### src/scrambler_conv_consts.vh
// constants for the scrambler and convolutional mother encoder
`ifndef SCRAMBLER_CONV_CONSTS_VH
`define SCRAMBLER_CONV_CONSTS_VH
`define PRBS_LEN        9
`define PRBS_SEED       9'h1FF
`define PRBS_TAP_A      8
`define PRBS_TAP_B      4
`define CONV_MEM        6
`define CONV_FLUSH      3'h6
`define CONV_G0         7'h5B
`define CONV_G1         7'h79
`define CONV_G2         7'h65
`define CONV_G3         7'h5B
`define FIC_VECTOR_BITS 10'h300
`endif

### src/prbs_scrambler_conv_encoder.v
// energy dispersal scrambler feeding a rate-1/4 convolutional mother encoder
`timescale 1ns/1ps
`include "scrambler_conv_consts.vh"
module prbs_scrambler_conv_encoder (
  input  wire clk_in,
  input  wire rst_in,
  input  wire bit_in,
  input  wire bit_valid_in,
  input  wire frame_start_in,
  input  wire frame_last_in,
  output reg  bit_ready_out,
  input  wire code_ready_in,
  output reg  code_bit_out,
  output reg  code_valid_out,
  output reg  code_first_out,
  output reg  code_last_out,
  output reg  frame_error_out
);
  localparam ST_DATA  = 2'h0;
  localparam ST_FLUSH = 2'h1;

  ////////////////////////////////////////////////////////////////////////////
  // scrambler and encoder, one input index per accepted group
  reg [`PRBS_LEN-1:0] prbs_reg;
  reg [`CONV_MEM-1:0] conv_reg;
  reg [1:0]           state_reg;
  reg [2:0]           flush_cnt_reg;
  reg                 in_frame_reg;
  wire                buf_ready;
  wire [6:0]          grp_first_last;
  wire [5:0]          buf_out;
  wire                buf_valid;
  reg                 ser_load;

  // registered ready toggles a cycle late, so gate the take on the live term
  wire take_in = bit_valid_in && bit_ready_out && (state_reg == ST_DATA) && buf_ready;
  wire flush_go = (state_reg == ST_FLUSH) && buf_ready;

  wire [`PRBS_LEN-1:0] prbs_cur = frame_start_in ? `PRBS_SEED : prbs_reg;
  wire prbs_bit = prbs_cur[`PRBS_TAP_A] ^ prbs_cur[`PRBS_TAP_B];
  wire scr_bit  = bit_in ^ prbs_bit;
  // zero state only when the start bit is really taken: an early offer of the
  // next frame during the flush must not clear the tail of the current one
  wire [`CONV_MEM-1:0] conv_cur = (take_in && frame_start_in) ? {`CONV_MEM{1'b0}} : conv_reg;
  wire a_bit = take_in ? scr_bit : 1'b0;
  wire [6:0] win = {a_bit, conv_cur};
  wire x0_bit = ^(win & `CONV_G0);
  wire x1_bit = ^(win & `CONV_G1);
  wire x2_bit = ^(win & `CONV_G2);
  wire x3_bit = ^(win & `CONV_G3);
  wire [3:0] grp = {x3_bit, x2_bit, x1_bit, x0_bit};
  wire grp_first = take_in && frame_start_in;
  wire grp_last  = flush_go && (flush_cnt_reg == (`CONV_FLUSH - 3'h1));

  assign grp_first_last = {grp_first, grp_last, grp, 1'b0};

  ////////////////////////////////////////////////////////////////////////////
  // input handshake
  // ready only when the buffer surely has room at the next edge; the idle
  // cycle after each take halves the input rate, still above the 1:4 output
  always @(posedge clk_in or posedge rst_in) begin
    if (rst_in) begin
      bit_ready_out <= 1'b0;
    end else begin
      bit_ready_out <= (state_reg == ST_DATA) && buf_ready && !take_in;
    end
  end

  ////////////////////////////////////////////////////////////////////////////
  // scrambler register, advanced once per taken bit
  always @(posedge clk_in or posedge rst_in) begin
    if (rst_in) begin
      prbs_reg <= `PRBS_SEED;
    end else if (take_in) begin
      prbs_reg <= {prbs_cur[`PRBS_LEN-2:0], prbs_bit};
    end
  end

  ////////////////////////////////////////////////////////////////////////////
  // encoder register: data bits, then zero bits while flushing
  always @(posedge clk_in or posedge rst_in) begin
    if (rst_in) begin
      conv_reg <= {`CONV_MEM{1'b0}};
    end else if (take_in) begin
      conv_reg <= {a_bit, conv_cur[`CONV_MEM-1:1]};
    end else if (flush_go) begin
      conv_reg <= {1'b0, conv_reg[`CONV_MEM-1:1]};
    end
  end

  ////////////////////////////////////////////////////////////////////////////
  // framing error flag
  // a bit without a preceding frame start is flagged, encoded anyway
  always @(posedge clk_in or posedge rst_in) begin
    if (rst_in) begin
      frame_error_out <= 1'b0;
    end else if (take_in) begin
      frame_error_out <= !frame_start_in && !in_frame_reg;
    end
  end

  ////////////////////////////////////////////////////////////////////////////
  // frame control: data phase, then six flush groups
  always @(posedge clk_in or posedge rst_in) begin
    if (rst_in) begin
      state_reg     <= ST_DATA;
      flush_cnt_reg <= 3'h0;
      in_frame_reg  <= 1'b0;
    end else begin
      case (state_reg)
        ST_DATA: begin
          if (take_in) begin
            in_frame_reg <= 1'b1;
            if (frame_last_in) begin
              state_reg     <= ST_FLUSH;
              flush_cnt_reg <= 3'h0;
            end
          end
        end
        ST_FLUSH: begin
          if (flush_go) begin
            flush_cnt_reg <= flush_cnt_reg + 3'h1;
            if (grp_last) begin
              state_reg    <= ST_DATA;
              in_frame_reg <= 1'b0;
            end
          end
        end
        default: begin
          state_reg <= ST_DATA;
        end
      endcase
    end
  end

  ////////////////////////////////////////////////////////////////////////////
  // group buffer so a downstream stall loses nothing
  skid_buffer2 #(
    .WIDTH (6)
  ) u_grp_buf (
    .clk_in       (clk_in),
    .rst_in       (rst_in),
    .wr_data_in   (grp_first_last[6:1]),
    .wr_valid_in  (take_in || flush_go),
    .wr_ready_out (buf_ready),
    .rd_data_out  (buf_out),
    .rd_valid_out (buf_valid),
    .rd_ready_in  (ser_load)
  );

  ////////////////////////////////////////////////////////////////////////////
  // serializer: output 0 first, four bits per group
  reg [3:0] sh_reg;
  reg [1:0] ser_cnt_reg;
  reg       ser_busy_reg;
  reg       ser_first_reg;
  reg       ser_last_reg;
  wire      ser_adv = code_valid_out && code_ready_in;
  wire      ser_free = !ser_busy_reg || (ser_adv && ser_cnt_reg == 2'h3);

  always @* begin
    ser_load = buf_valid && ser_free;
  end

  always @(posedge clk_in or posedge rst_in) begin
    if (rst_in) begin
      sh_reg         <= 4'h0;
      ser_cnt_reg    <= 2'h0;
      ser_busy_reg   <= 1'b0;
      ser_first_reg  <= 1'b0;
      ser_last_reg   <= 1'b0;
      code_bit_out   <= 1'b0;
      code_valid_out <= 1'b0;
      code_first_out <= 1'b0;
      code_last_out  <= 1'b0;
    end else begin
      if (ser_load) begin
        sh_reg         <= {1'b0, buf_out[3:1]};
        ser_cnt_reg    <= 2'h0;
        ser_busy_reg   <= 1'b1;
        ser_first_reg  <= buf_out[5];
        ser_last_reg   <= buf_out[4];
        code_bit_out   <= buf_out[0];
        code_valid_out <= 1'b1;
        code_first_out <= buf_out[5];
        code_last_out  <= 1'b0;
      end else if (ser_adv) begin
        if (ser_cnt_reg == 2'h3) begin
          ser_busy_reg   <= 1'b0;
          code_valid_out <= 1'b0;
          code_last_out  <= 1'b0;
        end else begin
          ser_cnt_reg    <= ser_cnt_reg + 2'h1;
          code_bit_out   <= sh_reg[0];
          sh_reg         <= {1'b0, sh_reg[3:1]};
          code_first_out <= 1'b0;
          code_last_out  <= ser_last_reg && (ser_cnt_reg == 2'h2);
        end
      end
    end
  end
endmodule // prbs_scrambler_conv_encoder

### src/skid_buffer2.v
// two-entry buffer with valid and ready on both sides
`timescale 1ns/1ps
module skid_buffer2 #(
  parameter WIDTH = 4
) (
  input  wire             clk_in,
  input  wire             rst_in,
  input  wire [WIDTH-1:0] wr_data_in,
  input  wire             wr_valid_in,
  output wire             wr_ready_out,
  output wire [WIDTH-1:0] rd_data_out,
  output wire             rd_valid_out,
  input  wire             rd_ready_in
);
  reg [WIDTH-1:0] mem_reg [0:1];
  reg             wr_ptr_reg;
  reg             rd_ptr_reg;
  reg [1:0]       count_reg;
  wire            do_wr;
  wire            do_rd;

  assign do_wr        = wr_valid_in && (count_reg != 2'h2);
  assign do_rd        = rd_ready_in && (count_reg != 2'h0);
  assign wr_ready_out = (count_reg != 2'h2);
  assign rd_valid_out = (count_reg != 2'h0);
  assign rd_data_out  = mem_reg[rd_ptr_reg];

  always @(posedge clk_in or posedge rst_in) begin
    if (rst_in) begin
      wr_ptr_reg <= 1'b0;
      rd_ptr_reg <= 1'b0;
      count_reg  <= 2'h0;
      mem_reg[0] <= {WIDTH{1'b0}};
      mem_reg[1] <= {WIDTH{1'b0}};
    end else begin
      if (do_wr) begin
        mem_reg[wr_ptr_reg] <= wr_data_in;
        wr_ptr_reg          <= ~wr_ptr_reg;
      end
      if (do_rd)
        rd_ptr_reg <= ~rd_ptr_reg;
      count_reg <= count_reg + {1'b0, do_wr} - {1'b0, do_rd};
    end
  end
endmodule // skid_buffer2

### config.mk
export PLATFORM = sky130hd
export DESIGN_NAME = prbs_scrambler_conv_encoder
export DESIGN_NICKNAME = d
export VERILOG_FILES = /design/src/prbs_scrambler_conv_encoder.v /design/src/skid_buffer2.v
export VERILOG_INCLUDE_DIRS = /design/src
export SDC_FILE = /design/constraint.sdc
export NUM_CORES = 1
export LEC_CHECK = 0
export ABC_CLOCK_PERIOD_IN_PS = 3750
export BUFFER_PORTS_ARGS = -buffer_cell sky130_fd_sc_hd__buf_2
export CORE_MARGIN = 2
export CORE_UTILIZATION = 45
export DETAILED_ROUTE_END_ITERATION = 7
export PLACE_DENSITY = 0.62
export SKIP_LAST_GASP = 1
export SLEW_MARGIN = 20
export SYNTH_ARGS = -nofsm -noshare
export SYNTH_HDL_FRONTEND = slang
export SYNTH_SLANG_ARGS = --single-unit
### constraint.sdc
create_clock -name clk_in -period 3.75 [get_ports clk_in]
set_input_delay 0.75 -clock clk_in [delete_from_list [all_inputs] [get_ports clk_in]]
set_output_delay 0.75 -clock clk_in [all_outputs]
set_load 0.02 [all_outputs]
==> results.ini <==
[finish]
area_delta_synth_final_pct = 8.489
fin_util_pct = 51.45
nets = 260
diodes = 0
fin_cells = 315
largest_reg_flops = 10
layout-drive-gt1-share_pct = 15.32
final.fill_count = 476

[setup_path]
worstSetupStartpointType = flop
cp_max_fo = 16
worstSetupPathType = flop to flop
worstSetupEndpointType = flop
cp.required_ps = 3920
arrival_ps = 2290

[logic_synthesis]
synth_area_sq_mm = 0.002285
syn_nets = 248
synth_edf_count = 0
synth_area_leaders = dfrtp_1 (41%), dfstp_2 (10%), nand2_1 (9.7%)
avgSynthCellArea_sq_um = 9.722
postSynthCellCount = 235
async_flop_share_pct = 100.0
yosysUniqueCellTypes = 47
ys_seq_area_share_pct = 50.88
synth_warnings = 0
synth_top_area_share_pct = 40.53
synth_flop_cell = dfrtp_1
post-synth-top-area-cell = dfrtp_1
ys_ff_latch = 46

[power_and_ir_drop]
p_per_area_mw_per_mm2 = 810.2
p_leak_nw = 1.176
finalPower_mw = 2.008
irDropWorstVdd_mv = 0.3973

[clock_network]
cts_buffers = 5
cts_resized = 0
cts_tree = yes
root_buffer = clkbuf_8
clk_pin_slew_worst_paths_ps = 80
clock_sinks = 46
clkLatencyLatePin_ps = 290
cts_setup_buffers = 0
h-tree-depth = 2
ctsHoldBuffers = 0
cts_buffer_depth = 2

[die]
dieHeight_microns = 75.26
die_w_microns = 75.26
fp.dieArea_sq_mm = 0.005663
io_pins = 13
rows = 25
core_area_sq_mm = 0.004817
initial_core_util_pct = 47.43

[job]
maxCapViolations = 0

[worst_hold_path]
worstHoldPathType = flop to flop

[sta]
maxSlewViolCount = 0
fin_crit_ps = 2115
finalHoldViolations = 0
max-slew-margin-rel_pct = 37.65
holdWs_ps = 454.5
setup_viol = 0
setup_tns_ps = 0
clock_skew_ps = 5.047
timing.final.crit_share_pct = 56.39
tightest_slew_ps = 934.0
fmax_mhz = 472.9
rsz0062_at_grt = false

[route]
wl_met1_microns = 2070
drt_first_pass_iters = 4
finalWirelength_microns = 4155
wl_met3_microns = 134
antenna_left = 0
wl_met2_microns = 1916
vias_per_cell = 5.260
vias = 1657
dr.first_iter.drc_count = 80
highest_layer = met4
drc = 0
wl_per_cell_microns = 13.19

[placed_design]
place_congestion = 0.7488
post-dp-hpwl_microns = 2826
io_buffers = 12
dp.cells = 307

[global_route]
grt.overflow.total = 0
grt_use_total_pct = 16.99
grt_pass1_vias = 1629
grt_first_pass_wirelength_microns = 7355
antenna_found_initial = 0
grt_max_degree = 47

[status]
status = completed

## where the power goes
group | switching (mW) | internal [mW]
combinational | 0.480 | 0.323
clock | 0.158 | 0.128
sequential | 0.183 | 0.736
total | 0.821 | 1.19
## cells by family after synthesis
group,after synthesis,synth area share [%]
AOI/OAI and AO/OA,48,13.97
and+or+nand+nor,101,20.87
muxes,9,4.107
adders and majority gates,6,3.286
xor gates and xnor gates,10,3.833
buffers and inverters,15,3.066
DFF,46,50.88
## cell usage in the layout (no fill, tap or decap), drive strengths merged, types with 2 or more instances in the layout
cell / Yosys / layout
o31ai: 3 / 3
nand3b: 2 / 2
clkinv: 1 / 3
dfrtp: 37 / 37
clkbuf: 4 / 6
o21ai: 24 / 24
mux2: 3 / 3
xnor2: 6 / 6
nand3: 11 / 11
a22o: 3 / 3
ha: 6 / 6
or3: 3 / 3
xor2: 4 / 4
nand4b: 3 / 3
nor2: 6 / 6
a21oi: 5 / 5
nor2b: 2 / 2
nand2b: 2 / 2
dfstp: 9 / 9
buf: 4 / 13
mux2i: 6 / 6
nor3: 2 / 2
inv: 6 / 6
nand4: 3 / 3
a211o: 4 / 4
or2b: 2 / 2
nand2: 61 / 61
a31oi: 2 / 2
## cell type report
cell class,count,area (sq um),area share [%]
timing repair buffer,13,67.56,2.726
sequential,46,1162,46.90
multi-input combinational,174,1052,42.45
clock buffer,6,72.57,2.928
clock inverter,2,8.758,0.3534
inverter,7,31.28,1.262
tap,67,83.83,3.382
## path summary, 6_finish.rpt
path                                        startpoint              endpoint  slack [ps]  cells after the start
worst min-delay path                       prbs_reg[1]           prbs_reg[1]         450                      2
worst max register to register  u_grp_buf.count_reg[0]  u_grp_buf.mem_reg[9]        1640                      5
worst min register to register             prbs_reg[1]           prbs_reg[1]         450                      2
max in group asynchronous                       rst_in  u_grp_buf.mem_reg[3]        2500                      2
worst max-delay path            u_grp_buf.count_reg[0]  u_grp_buf.mem_reg[9]        1640                      5
min in group asynchronous                       rst_in      flush_cnt_reg[0]         660                      2
## cells in the mapped netlist (3+ instances only)
| cell type | count |
|---|---|
| dfrtp_1 | 37 |
| inv_1 | 6 |
| xnor2_1 | 6 |
| xor2_1 | 4 |
| nand4_1 | 3 |
| o21ai_0 | 22 |
| a22o_1 | 3 |
| nand4b_1 | 3 |
| a211o_1 | 4 |
| or3_1 | 3 |
| clkbuf_1 | 4 |
| nand2_1 | 59 |
| ha_1 | 6 |
| nor2_1 | 5 |
| dfstp_2 | 9 |
| mux2i_1 | 6 |
| nand3_1 | 11 |
| mux2_2 | 3 |
| a21oi_1 | 5 |
## critical path: stages (launching register included)
cell       delay (ps)
dfrtp_1           450
nand2b_1          350
nand2_2           330
a2bb2oi_1         580
a211o_1           220
nand3_1            70
## routing by layer
metal | track usage, % | vias to the layer above
met5 | 0 | -
met4 | 4.678 | 0
met3 | 4.418 | 2
met2 | 27.58 | 18
met1 | 22.70 | 798
li1 | - | 839
## metrics by stage
stage	worst slack (ps)	cell area [sq um]
floorplan	1711	2285
global placement	1497	2397
detailed placement	1445	2397
CTS	1640	2479
global route	1458	2479
finish	1635	2479
(Power assumes the default switching activity.)
